`config.mk`:
```
export PLATFORM = sky130hd
export DESIGN_NAME = current_scale_velocity_mode_select
export DESIGN_NICKNAME = d
export VERILOG_FILES = /design/src/verilog/csvm_pkg.sv /design/src/verilog/interval_threshold_compare.sv /design/src/verilog/current_scale_velocity_mode_select.sv
export VERILOG_INCLUDE_DIRS = /design/src /design/src/verilog
export SDC_FILE = /design/constraint.sdc
export NUM_CORES = 1
export LEC_CHECK = 0
export CORE_ASPECT_RATIO = 0.8
export CORE_MARGIN = 1.5
export CORE_UTILIZATION = 35
export CTS_CLUSTER_DIAMETER = 120
export DETAILED_ROUTE_END_ITERATION = 6
export DONT_BUFFER_PORTS = 1
export HOLD_SLACK_MARGIN = 0.06
export RECOVER_POWER = 25
export SYNTH_ARGS = -nofsm -noshare
export SYNTH_HDL_FRONTEND = slang
export SYNTH_SLANG_ARGS = --single-unit
```
`constraint.sdc`:
```
create_clock -name clock -period 10.6 [get_ports clock]
set_input_delay 2.12 -clock clock [delete_from_list [all_inputs] [get_ports clock]]
set_output_delay 2.12 -clock clock [all_outputs]
set_load 0.005 [all_outputs]
```
`src/verilog/csvm_defs.svh`:
```
// constants for current scaling and velocity mode selection
`ifndef CSVM_DEFS_SVH
`define CSVM_DEFS_SVH
`define CSVM_SCALE_W 5
`define CSVM_IVAL_W 20
`define CSVM_IVAL_MAX 20'hfffff
`define CSVM_STST_CLOCKS (1 << 20)
`define CSVM_RAMP_UNIT_CLOCKS (1 << 18)
`define CSVM_GS_FULL 9'h100
`define CSVM_COIL_SHIFT 13
`define CSVM_HYST_WIDE 4
`define CSVM_HYST_NARROW 5
`endif

```
`src/verilog/csvm_pkg.sv`:
```
// types shared by the current scaling and mode selection block
`default_nettype none
`include "csvm_defs.svh"
package csvm_pkg;
    typedef logic [`CSVM_SCALE_W-1:0] scale_t;
    typedef logic [`CSVM_IVAL_W-1:0] interval_t;
    typedef struct packed {
        scale_t run_current_scale;
        scale_t hold_current_scale;
        logic [3:0] hold_ramp_delay;
        logic [7:0] zero_wait_delay;
        logic [7:0] global_current_scaler;
    } current_cfg_t;
    typedef struct packed {
        interval_t quiet_mode_interval_limit;
        interval_t high_speed_interval_limit;
        interval_t load_adapt_interval_limit;
        logic narrow_hysteresis;
        logic quiet_mode_enable;
        logic load_adapt_enable;
    } thresh_cfg_t;
    typedef struct packed {
        logic quiet_mode;
        logic high_speed;
        logic load_adapt;
    } mode_flags_t;
    typedef enum logic [1:0] {S_RUN, S_ZWAIT, S_RAMP, S_HOLD} ramp_state_t;
endpackage
`default_nettype wire

```
`src/verilog/interval_threshold_compare.sv`:
```
// one step interval threshold comparison with hysteresis
`timescale 1ns/100ps
`default_nettype none
`include "csvm_defs.svh"
module interval_threshold_compare import csvm_pkg::*; (
    // clock and reset
    input wire logic clock,
    input wire logic rst,
    // comparison inputs
    input wire interval_t interval,
    input wire interval_t threshold,
    input wire logic narrow,
    // result: velocity above threshold
    output logic below
);
    logic below_q;
    logic below_d;
    interval_t thr_frac;
    interval_t entry_thr;
    wire entry_ok;

    assign thr_frac = narrow ? (threshold >> `CSVM_HYST_NARROW)
                             : (threshold >> `CSVM_HYST_WIDE);
    // entering needs threshold*15/16-1 (or 31/32-1), leaving needs threshold itself
    assign entry_thr = threshold - thr_frac - interval_t'(1);
    // a zero limit never engages, avoiding the underflow of entry_thr
    assign entry_ok = threshold != '0;
    assign below_d = below_q ? (interval <= threshold)
                             : (entry_ok && interval <= entry_thr);
    assign below = below_q;

    always_ff @(posedge clock or posedge rst) begin
        if (rst) begin
            below_q <= 1'b0;
        end else begin
            below_q <= below_d;
        end
    end
endmodule // interval_threshold_compare
`default_nettype wire

```
`src/verilog/current_scale_velocity_mode_select.sv`:
```
// run and hold current scaling, step interval measurement, velocity mode selection
`timescale 1ns/100ps
`default_nettype none
`include "csvm_defs.svh"
module current_scale_velocity_mode_select import csvm_pkg::*; #(
    parameter int unsigned STST_CLOCKS = `CSVM_STST_CLOCKS,
    parameter int unsigned RAMP_UNIT_CLOCKS = `CSVM_RAMP_UNIT_CLOCKS
) (
    // clock and reset
    input wire logic clock,
    input wire logic rst,
    // step source, internal ramp or external
    input wire logic step_pulse,
    input wire logic [3:0] microstep_shift,
    // current settings
    input wire current_cfg_t current_cfg,
    input wire scale_t load_adapt_request,
    // velocity thresholds
    input wire thresh_cfg_t thresh_cfg,
    // sine table values
    input wire logic signed [8:0] sine_a,
    input wire logic signed [8:0] sine_b,
    // status and results
    output logic standstill,
    output interval_t step_interval,
    output scale_t current_scale,
    output mode_flags_t mode_flags,
    output logic signed [8:0] coil_a,
    output logic signed [8:0] coil_b
);
    // wide enough for the saturated idle count and for the full interval range
    localparam int IDLE_W = ($clog2(STST_CLOCKS) > `CSVM_IVAL_W) ? $clog2(STST_CLOCKS) + 1
                                                                 : `CSVM_IVAL_W + 1;
    localparam int UNIT_W = $clog2(RAMP_UNIT_CLOCKS);

    // sine * (cs+1)/32 * gs/256, zero global scaler meaning 256
    function automatic logic signed [8:0] scale_coil(input logic signed [8:0] cur,
                                                     input scale_t cs,
                                                     input logic [7:0] gs);
        logic [8:0] gsf;
        logic [5:0] cs1;
        logic signed [24:0] prod;
        gsf = (gs == 8'h00) ? `CSVM_GS_FULL : {1'b0, gs};
        cs1 = {1'b0, cs} + 6'h01;
        prod = 25'(cur) * $signed({19'h0, cs1});
        prod = prod * $signed({16'h0, gsf});
        scale_coil = 9'(prod >>> `CSVM_COIL_SHIFT);
    endfunction

    logic [IDLE_W-1:0] idle_q;
    logic [IDLE_W-1:0] idle_d;
    logic stst_q;
    logic stst_d;
    interval_t measured_q;
    interval_t measured_d;
    interval_t interval_q;
    interval_t interval_d;
    interval_t raw_count;
    wire idle_sat;
    wire overflow;

    // saturate rather than wrap so a long pause never looks like a fast step
    assign idle_sat = idle_q == IDLE_W'(STST_CLOCKS);
    assign idle_d = step_pulse ? IDLE_W'(1) : (idle_sat ? idle_q : idle_q + IDLE_W'(1));
    assign overflow = idle_q >= IDLE_W'(`CSVM_IVAL_MAX);
    assign raw_count = overflow ? `CSVM_IVAL_MAX : idle_q[`CSVM_IVAL_W-1:0];
    // coarser microsteps span 2^shift fine steps each
    assign measured_d = step_pulse ? (raw_count >> microstep_shift) : measured_q;
    assign stst_d = !step_pulse && (stst_q || idle_sat);
    assign interval_d = (stst_d || (overflow && !step_pulse)) ? `CSVM_IVAL_MAX
                                                              : measured_d;

    always_ff @(posedge clock or posedge rst) begin
        if (rst) begin
            idle_q <= '0;
            stst_q <= 1'b0;
            measured_q <= `CSVM_IVAL_MAX;
            interval_q <= `CSVM_IVAL_MAX;
        end else begin
            idle_q <= idle_d;
            stst_q <= stst_d;
            measured_q <= measured_d;
            interval_q <= interval_d;
        end
    end

    // velocity threshold comparisons
    logic quiet_below;
    logic high_below;
    logic load_below;
    mode_flags_t mode_q;
    mode_flags_t mode_d;

    interval_threshold_compare u_cmp_quiet (
        .clock(clock),
        .rst(rst),
        .interval(interval_q),
        .threshold(thresh_cfg.quiet_mode_interval_limit),
        .narrow(thresh_cfg.narrow_hysteresis),
        .below(quiet_below)
    );
    interval_threshold_compare u_cmp_high (
        .clock(clock),
        .rst(rst),
        .interval(interval_q),
        .threshold(thresh_cfg.high_speed_interval_limit),
        .narrow(thresh_cfg.narrow_hysteresis),
        .below(high_below)
    );
    interval_threshold_compare u_cmp_load (
        .clock(clock),
        .rst(rst),
        .interval(interval_q),
        .threshold(thresh_cfg.load_adapt_interval_limit),
        .narrow(thresh_cfg.narrow_hysteresis),
        .below(load_below)
    );

    assign mode_d.quiet_mode = thresh_cfg.quiet_mode_enable && !quiet_below;
    assign mode_d.high_speed = high_below;
    assign mode_d.load_adapt = thresh_cfg.load_adapt_enable && load_below && !high_below;

    always_ff @(posedge clock or posedge rst) begin
        if (rst) begin
            mode_q <= '0;
        end else begin
            mode_q <= mode_d;
        end
    end

    // hold current ramp
    ramp_state_t st_q;
    ramp_state_t st_d;
    scale_t ramp_q;
    scale_t ramp_d;
    scale_t cs_q;
    scale_t cs_d;
    scale_t run_capped;
    logic [7:0] ticks_q;
    logic [7:0] ticks_d;
    logic [UNIT_W-1:0] unit_q;
    logic [UNIT_W-1:0] unit_d;
    logic signed [8:0] coil_a_q;
    logic signed [8:0] coil_b_q;
    wire tick;
    wire step_due;

    assign tick = unit_q == UNIT_W'(RAMP_UNIT_CLOCKS - 1);
    assign unit_d = (st_q == S_RUN || tick) ? '0 : unit_q + UNIT_W'(1);
    assign step_due = (ticks_q + 8'h01) >= {4'h0, current_cfg.hold_ramp_delay};

    always_comb begin
        st_d = st_q;
        ramp_d = ramp_q;
        ticks_d = ticks_q;
        case (st_q)
            S_RUN: begin
                ramp_d = current_cfg.run_current_scale;
                if (stst_q) begin
                    st_d = S_ZWAIT;
                    ticks_d = 8'h00;
                end
            end
            S_ZWAIT: begin
                if (ticks_q >= current_cfg.zero_wait_delay) begin
                    st_d = S_RAMP;
                    ticks_d = 8'h00;
                end else if (tick) begin
                    ticks_d = ticks_q + 8'h01;
                end
            end
            S_RAMP: begin
                if (current_cfg.hold_ramp_delay == 4'h0 ||
                    ramp_q <= current_cfg.hold_current_scale) begin
                    ramp_d = current_cfg.hold_current_scale;
                    st_d = S_HOLD;
                end else if (tick && step_due) begin
                    ramp_d = ramp_q - scale_t'(1);
                    ticks_d = 8'h00;
                end else if (tick) begin
                    ticks_d = ticks_q + 8'h01;
                end
            end
            S_HOLD: begin
                ramp_d = current_cfg.hold_current_scale;
            end
            default: begin
                st_d = S_RUN;
            end
        endcase
        if (step_pulse) begin
            st_d = S_RUN;
            ramp_d = current_cfg.run_current_scale;
        end
    end

    // load-adaptive request may lower the current but never exceed run scale
    assign run_capped = (load_adapt_request < current_cfg.run_current_scale)
                        ? load_adapt_request : current_cfg.run_current_scale;
    assign cs_d = (st_q != S_RUN) ? ramp_q
                : (mode_q.load_adapt ? run_capped : current_cfg.run_current_scale);

    always_ff @(posedge clock or posedge rst) begin
        if (rst) begin
            st_q <= S_RUN;
            ramp_q <= '0;
            ticks_q <= 8'h00;
            unit_q <= '0;
            cs_q <= '0;
        end else begin
            st_q <= st_d;
            ramp_q <= ramp_d;
            ticks_q <= ticks_d;
            unit_q <= unit_d;
            cs_q <= cs_d;
        end
    end

    always_ff @(posedge clock or posedge rst) begin
        if (rst) begin
            coil_a_q <= '0;
            coil_b_q <= '0;
        end else begin
            coil_a_q <= scale_coil(sine_a, cs_q, current_cfg.global_current_scaler);
            coil_b_q <= scale_coil(sine_b, cs_q, current_cfg.global_current_scaler);
        end
    end

    assign standstill = stst_q;
    assign step_interval = interval_q;
    assign current_scale = cs_q;
    assign mode_flags = mode_q;
    assign coil_a = coil_a_q;
    assign coil_b = coil_b_q;
endmodule // current_scale_velocity_mode_select
`default_nettype wire

```
Word level (Yosys, flattened, before mapping). Cells that the tools add are included.

Bits in registers: 124. Input port bits: 123. Output and inout bits: 47.

Add/sub/neg operators: 11. Multipliers: 4. $lt $le $gt $ge: 11. Equal/unequal tests: 12. Shifts and indexed selects: 1. Mux-type cells: 31. Reduce and logical (&&, ||, !) cells: 29.

Operators by type and width (number): less-or-equal comparator 20 bit (6); 2-to-1 mux 20 bit (3); nonzero test 20 bit (3); subtractor 20 x 1 -> 20 bit (second input constant) (3); subtractor 20 bit (3); 2-to-1 mux 16 bit (3); multiplier 16 x 10 -> 22 bit (2); 2-to-1 mux 21 bit (2); 2-to-1 mux 8 bit (5); multiplier 9 x 7 -> 16 bit (2); 2-to-1 mux 5 bit (6); case mux 8 bit (3 select lines) (1); adder 21 x 1 -> 21 bit (second input constant) (1); equality test 21 bit (second input constant) (1); >= comparator 21 x 20 -> 1 bit (second input constant) (1); right shift 20 x 4 -> 20 bit (1); adder 18 x 1 -> 18 bit (second input constant) (1); equality test 18 bit (second input constant) (1); 2-to-1 mux 18 bit (1); case mux 5 bit (3 select lines) (1); logical AND 1 bit (9); 2-to-1 mux 9 bit (1); inequality test 3 bit (second input constant) (3); adder 8 x 1 -> 8 bit (second input constant) (1); other kinds (24) (38).

Longest topological paths before layout. Gate-level depths: netlist of the first run.

Depth in word-level cells: 7. Gate-level depth with buffers: 40. Mapped depth without buffers: 39.

Cells and area by module. A second synthesis of the first run with hierarchy kept.

Cells, all modules: 2948. Area, all modules: 25695.9 um^2.

Modules (own cells, without submodules): current_scale_velocity_mode_select (instances 1, cells an instance 2153, area an instance 19566.3 um^2, sequential area each 3078.0 um^2); interval_threshold_compare (instances 3, cells an instance 265, area an instance 2043.2 um^2, sequential area each 25.0 um^2).

Worst setup path after synthesis of the first run. Ideal clock, no wire load.

Kind: input to register. Start: in sine_a[8]. End: reg coil_a_q[8] (netlist: coil_a[8]). Arrival time: 10.422 ns. Required time: 10.520 ns. Path slack: 0.098 ns. Cell stages on the path: 35. Path buffers: 0. Path through: and2_1 > fa_1 > inv_1 > fa_1 > inv_1 > fa_1 > inv_1 > fa_1 > inv_1 > ha_1 > or3_1 > o21ai_0 > a21oi_1 > a21o_1 > a21oi_1 > xnor2_1 > nand2_1 > fa_1 > inv_1 > fa_1 > fa_1 > fa_1 > inv_1 > fa_1 > inv_1 > ha_1 > and4_1 > nor3b_1 > o311ai_2 > a31oi_1 > a21o_1 > a21oi_2 > xnor2_1 > xnor2_1 > xnor2_1.

Cells in the longest elaborated chain, start to end: 2.

RTL lines: start: declaration (RTL line current_scale_velocity_mode_select.sv:21) `input wire logic signed [8:0] sine_a,`; multiplier 9 x 7 -> 16 bit (RTL line current_scale_velocity_mode_select.sv:45) `prod = 25'(cur) * $signed({19'h0, cs1});`; multiplier 16 x 10 -> 22 bit (RTL line current_scale_velocity_mode_select.sv:46) `prod = prod * $signed({16'h0, gsf});`; end signal: assignment (RTL line current_scale_velocity_mode_select.sv:224) `coil_a_q <= scale_coil(sine_a, cs_q, current_cfg.global_current_scaler);`; end: declaration (RTL line current_scale_velocity_mode_select.sv:143) `logic signed [8:0] coil_a_q;`.

Every way passes these cells. A chain may end at the register's enable or synchronous reset.

Final worst setup path of the first run. Same ends and word-level chain as after synthesis.

==> qor.csv, run 1 <==
metric;value;unit
simple-gate area share of the yosys netlist;0.185;
Routed WL per cell;16.8;um
Slew @ Worst Pin;3.14;ns
die height;244;um
gr ovfl total;0;
mapped cell area;0.0253;mm2
RSZ-0062 raised after global routing;no;
most frequent cell after synthesis;inv_1;
synth top area cells;fa_1 (23%), ha_1 (18%), dfrtp_1 (8.3%);
main combinational cell family by area after synthesis;adder cells;
n_diodes;0;
Total Wirelength;64300;um
DR vias;19300;
CTS Sinks;124;
Clock transition at path regs;0.08;ns
Slowest-stage cell, CP;fa_1;
slowest cell delay on critical path;0.59;ns
# port buffers;0;
Placed Cells;3794;
Critical Path Fanout Max;6;
number of synthesized register bits;124;
Crit. End Element;register;
worst relative slew slack;-1.10;
layout cell share with drive strength beyond 1;0.0685;
Max Clock Freq;0.0984;GHz
Worst setup SP type;input pin;
Critical Path AT;10.57;ns
fin crit share;0.958;
setup TNS;0;ns
Post-CTS Setup Inserts;0;
DIE AREA;0.0739;mm2
Max Slew Vio Count;57;
Seq/Total Area, Yosys;0.125;
adder-cell share of the synthesized area;0.403;
post-synth top area share;0.227;
DRC viols;0;
Final GP Congestion;0.873;
Root Driver;clkbuf_16;
multiplexer area fraction after synthesis;0.0359;
TritonCTS buffer count;17;
std cell rows;87;
pre-CTS setup slack;-0.281;ns
Post-Synthesis Net Count;3647;
worst min path class;register to register;
ys async rst share;1.00;
number of flops mapped to enable cells by yosys;0;
first-pass GRT wire length;107000;um
vias in the first global route;19400;
Non-Filler Instances;3826;
post-route clock skew;0.0248;ns
initial antenna violation count;2;
kind of critical path;input pin to register;
DIE WIDTH;304;um
status;complete, but fails checks;
Mean Syn Cell Area;8.78;um2
Synth Area in Compound Gates;0.114;
area leader, netlist;fa_1;
Setup WS post-layout;0.440;ns
CTS tree;built;
Synth Instances;2882;
Post-synth top cells;inv_1 (484), ha_1 (355), fa_1 (287), nand2_1 (220), and2_1 (178);
failing checks;capacitance limit, slew limit;
xor/xnor share of the synthesized area;0.0517;
ANT nets after route;0;
Top Ports;170;
Top FF cell, synth;dfrtp_1;
Clock Path Buffers;2;
largest net degree at the start of global routing;70;
DPL Wire Length;50800;um
final setup vio count;0;
Max-cap violations;1;
clk_lat worst skew;0.48;ns
Final nets;3644;
total track usage;0.181;
Critical Path RT;11.01;ns
via-per-instance ratio;5.03;
htree depth;4;
Core ar.;0.0710;mm2
post-synth cell types;90;
Hold Violations, Final;0;
Yosys Warn Count;0;
Pre-antenna DRT Iters;5;
Top cell by count, worst path;fa_1;
DRT iter0 DRCs;1137;
min cycle time layout;10.16;ns
Area growth syn-to-layout;7.38;%
Initial Util;0.357;
==> logic make-up after synthesis <==
family | Yosys count
DFF | 124
and+or+nand+nor | 899
AOI/OAI and AO/OA | 427
xor gates and xnor gates | 147
adders and majority gates | 642
buffers and inverters | 563
muxes | 80
==> worst max-delay path, delay by kind of cell <==
| family | cells | cell delay (ns) |
|---|---|---|
| adder cells (fa/ha/maj) | 11 | 5.18 |
| buffers and inverters | 8 | 0.56 |
| XOR/XNOR | 4 | 0.60 |
| AND/OR/NAND/NOR | 4 | 0.96 |
| AO/OA/AOI/OAI | 8 | 1.14 |
==> state kept, by name (all words and copies together) (netlist names), 2 cells and up <==
register       flops
current_scale      5
ticks_q            8
idle_q            21
unit_q            18
coil_a             9
measured_q        20
ramp_q             5
mode_flags         3
coil_b             9
st_q               2
step_interval     20
==> repair_timing <==
item                       CTS  global route
resized for setup            0             7
hold buffers                 0             0
setup endpoints to repair    0             4
==> final cells by class <==
class | instances | area (um2)
Clock buffer | 20 | 468
Clock inverter | 12 | 110
Sequential cell | 124 | 3150
Inverter | 486 | 1830
Multi-Input combinational cell | 2195 | 20000
Tap cell | 934 | 1170
Fill cell | 7285 | 43800
Timing Repair Buffer | 55 | 413
==> worst paths after layout <==
path	startpoint	endpoint	slack, ns	cells past startpoint
max	sine_a[8]	coil_a[8]	0.44	35
min	u_cmp_quiet.below	mode_flags[2]	0.47	1
max reg2reg	current_scale[2]	coil_b[8]	0.91	36
min reg2reg	u_cmp_quiet.below	mode_flags[2]	0.47	1
max in group asynchronous	rst	unit_q[12]	6.20	2
min in group asynchronous	rst	mode_flags[2]	2.43	1
==> metal layers <==
metal | up-vias | GRT usage | share of wire
met1 | 9286 | 0.266 | 0.51
met5 | - | 0 | 0
met4 | 0 | 0.0516 | 0.022
met3 | 68 | 0.0378 | 0.061
li1 | 9496 | - | -
met2 | 405 | 0.266 | 0.41
==> cells in the final DEF (no fill, tap or decap), types with 34 or more instances in the layout <==
cell type	Yosys	routed
a21o_1	68	68
a21oi_1	105	105
and2_1	178	178
buf_4	1	55
dfrtp_1	84	84
dfstp_2	40	40
fa_1	287	287
ha_1	355	355
inv_1	484	483
mux2i_1	56	56
nand2_1	220	220
nand2b_1	65	65
nand3_1	48	48
nand4_1	42	42
nor2_1	134	134
nor2b_1	70	70
nor3_1	37	34
o21ai_0	78	78
xnor2_1	82	80
xor2_1	63	63
==> through the flow <==
stage           util  hold WS (ns)  cell area, um2
3_3_place_gp   0.374         0.456           26600
6_report       0.383         0.466           27200
2_1_floorplan      -         0.401           25300
4_1_cts        0.382         0.467           27100
5_1_grt        0.383         0.471           27200
3_5_place_dp   0.374         0.459           26600
Power of run 1 is left out: the tool's default activity adds up to more than one toggle a clock period on the data nets, which glitch-free logic cannot reach.
==> run 2: changes to the inputs <==
--- a/config.mk
+++ b/config.mk
@@ -14,6 +14,8 @@
 export DONT_BUFFER_PORTS = 1
 export HOLD_SLACK_MARGIN = 0.06
 export RECOVER_POWER = 25
+export REMOVE_ABC_BUFFERS = 1
+export SLEW_MARGIN = 25
 export SYNTH_ARGS = -nofsm -noshare
 export SYNTH_HDL_FRONTEND = slang
 export SYNTH_SLANG_ARGS = --single-unit
==> qor.csv, run 2 (synthesis results as in run 1) <==
metric;value;unit;change
htree depth;4;;unchanged
Initial Util;0.357;;unchanged
min cycle time layout;10.17;ns;+0.00860 ns
Reg with most FFs;idle_q;;
Top cell by count, worst path;fa_1;;
Slowest-stage cell, CP;fa_1;;
DR vias;19500;;+1.3%
max FFs per register;21;;unchanged
most frequent cells in the layout;inv_1 (483), ha_1 (355), fa_1 (287);;
largest net degree at the start of global routing;68;;-2.9%
ANT nets after route;0;;unchanged
Hold Violations, Final;0;;unchanged
DRT iter0 DRCs;946;;-17%
global route hottest layer;met2;;
worst relative slew slack;-1.15;;-0.0464
Top Ports;170;;unchanged
hold path start;measured_q[1];;
worst hold margin;0.475;ns;+0.00932 ns
Crit. End Element;register;;
kind of critical path;input pin to register;;
CTS tree;built;;
Final GP Congestion;0.912;;+4.4%
Root Driver;clkbuf_16;;
Routed WL per cell;16.7;um;-0.48%
layout cell share with drive strength beyond 1;0.0768;;+0.00835
DIE AREA;0.0739;mm2;unchanged
Pre-antenna DRT Iters;5;;unchanged
Worst setup SP type;input pin;;
failing checks;capacitance limit, slew limit;;
Clock Path Buffers;2;;unchanged
grt met1 use;0.265;;-0.00163
clk_lat worst skew;0.47;ns;about the same
initial antenna violation count;1;;-1
Max Clock Freq;0.0983;GHz;about the same
Slew @ Worst Pin;3.21;ns;+0.0693 ns
RSZ-0062 raised after global routing;yes;;
commonest non-fill, non-tap cell in the layout;inv_1;;
Core ar.;0.0710;mm2;unchanged
TritonCTS buffer count;17;;unchanged
Total Wirelength;64400;um;+0.14%
Max-cap violations;1;;unchanged
vias in the first global route;19800;;+2.3%
Critical Path Fanout Max;6;;unchanged
worst min path class;register to register;;
DIE WIDTH;304;um;unchanged
Critical Path AT;10.56;ns;about the same
slowest cell delay on critical path;0.54;ns;-0.05 ns
via-per-instance ratio;5.06;;+0.63%
Clock transition at path regs;0.07;ns;about the same
Post-CTS Hold Fix Bufs;0;;unchanged
reg2reg start;current_scale[1];;
post-route clock skew;0.0174;ns;-0.00747 ns
first-pass GRT wire length;107000;um;-0.47%
pre-CTS setup slack;-0.136;ns;+0.145 ns
met3 usage;0.0350;;-0.00278
Hold Crit Depth;2;;+1
status;complete, but fails checks;;
n_diodes;0;;unchanged
gr ovfl total;0;;unchanged
DPL Wire Length;51200;um;+0.72%
fin crit share;0.959;;about the same
Setup WS post-layout;0.432;ns;-0.00860 ns
FF-to-FF End;coil_a[8];;
Area growth syn-to-layout;8.24;%;
final setup vio count;0;;unchanged
Hold EP;measured_q[1];;
die height;244;um;unchanged
total track usage;0.179;;-0.00194
std cell rows;87;;unchanged
CTS Sinks;124;;unchanged
met2 Use GR;0.271;;+0.00418
# port buffers;0;;unchanged
Critical Path RT;10.99;ns;-0.02 ns
Max Slew Vio Count;68;;+19%
DRC viols;0;;unchanged
Final nets;3668;;+0.66%
Reg2Reg Depth;38;;+5.6%
flop2flop setup slack;0.74;ns;-0.17 ns
run 2: per-stage QoR:
| stage | TNS [ns] | instances | utilization | instance area (um2) |
|---|---|---|---|---|
| after floorplan | 0 | 2805 | - | 25000 |
| after global placement | -0.0539 | 3818 | 0.377 | 26700 |
| after detailed placement | -0.172 | 3818 | 0.377 | 26700 |
| after CTS | 0 | 3850 | 0.385 | 27300 |
| after global routing | -0.0795 | 3850 | 0.386 | 27400 |
| final | 0 | 3850 | 0.386 | 27400 |
run 2: critical path: cells and delay by family:
kind	cells	cell delay, ns
xor gates and xnor gates	4	0.61
buffers and inverters	9	0.70
and+or+nand+nor	5	0.72
adders and majority gates	11	5.10
AOI/OAI and AO/OA	8	1.32
run 2: routing by layer:
layer	part of all wire	wire length, um
met5	0	0
met4	0.012	794
met3	0.056	3580
met2	0.42	27300
met1	0.51	32700
run 2: worst max path at each step:
stage | from | to | slack [ns] | cells past startpoint
global route | sine_a[6] | coil_a[8] | -0.08 | 34
CTS | sine_a[8] | coil_a[8] | 0.35 | 35
global placement | sine_a[6] | coil_a[8] | -0.05 | 32
detailed placement | sine_a[8] | coil_a[8] | -0.14 | 35
finish | sine_a[8] | coil_a[8] | 0.43 | 37
floorplan | sine_a[8] | coil_a[8] | 0.1 | 35
run 2: area by class of cell:
type,instances,area (um2)
fillers,7253,43600
multi-input cells,2195,20000
flip-flops and latches,124,3150
inverters,486,1830
well taps,934,1170
repair buffers,79,593
clock buffers,20,489
clock inverters,12,116
run 2: what timing repair did:
action | in CTS | in global routing
endpoints found under the setup margin | 0 | 3
resized for setup | 0 | 8
hold endpoints to repair | 0 | 0
setup buffers | 0 | 0
Power of run 2 is left out for the same reason.
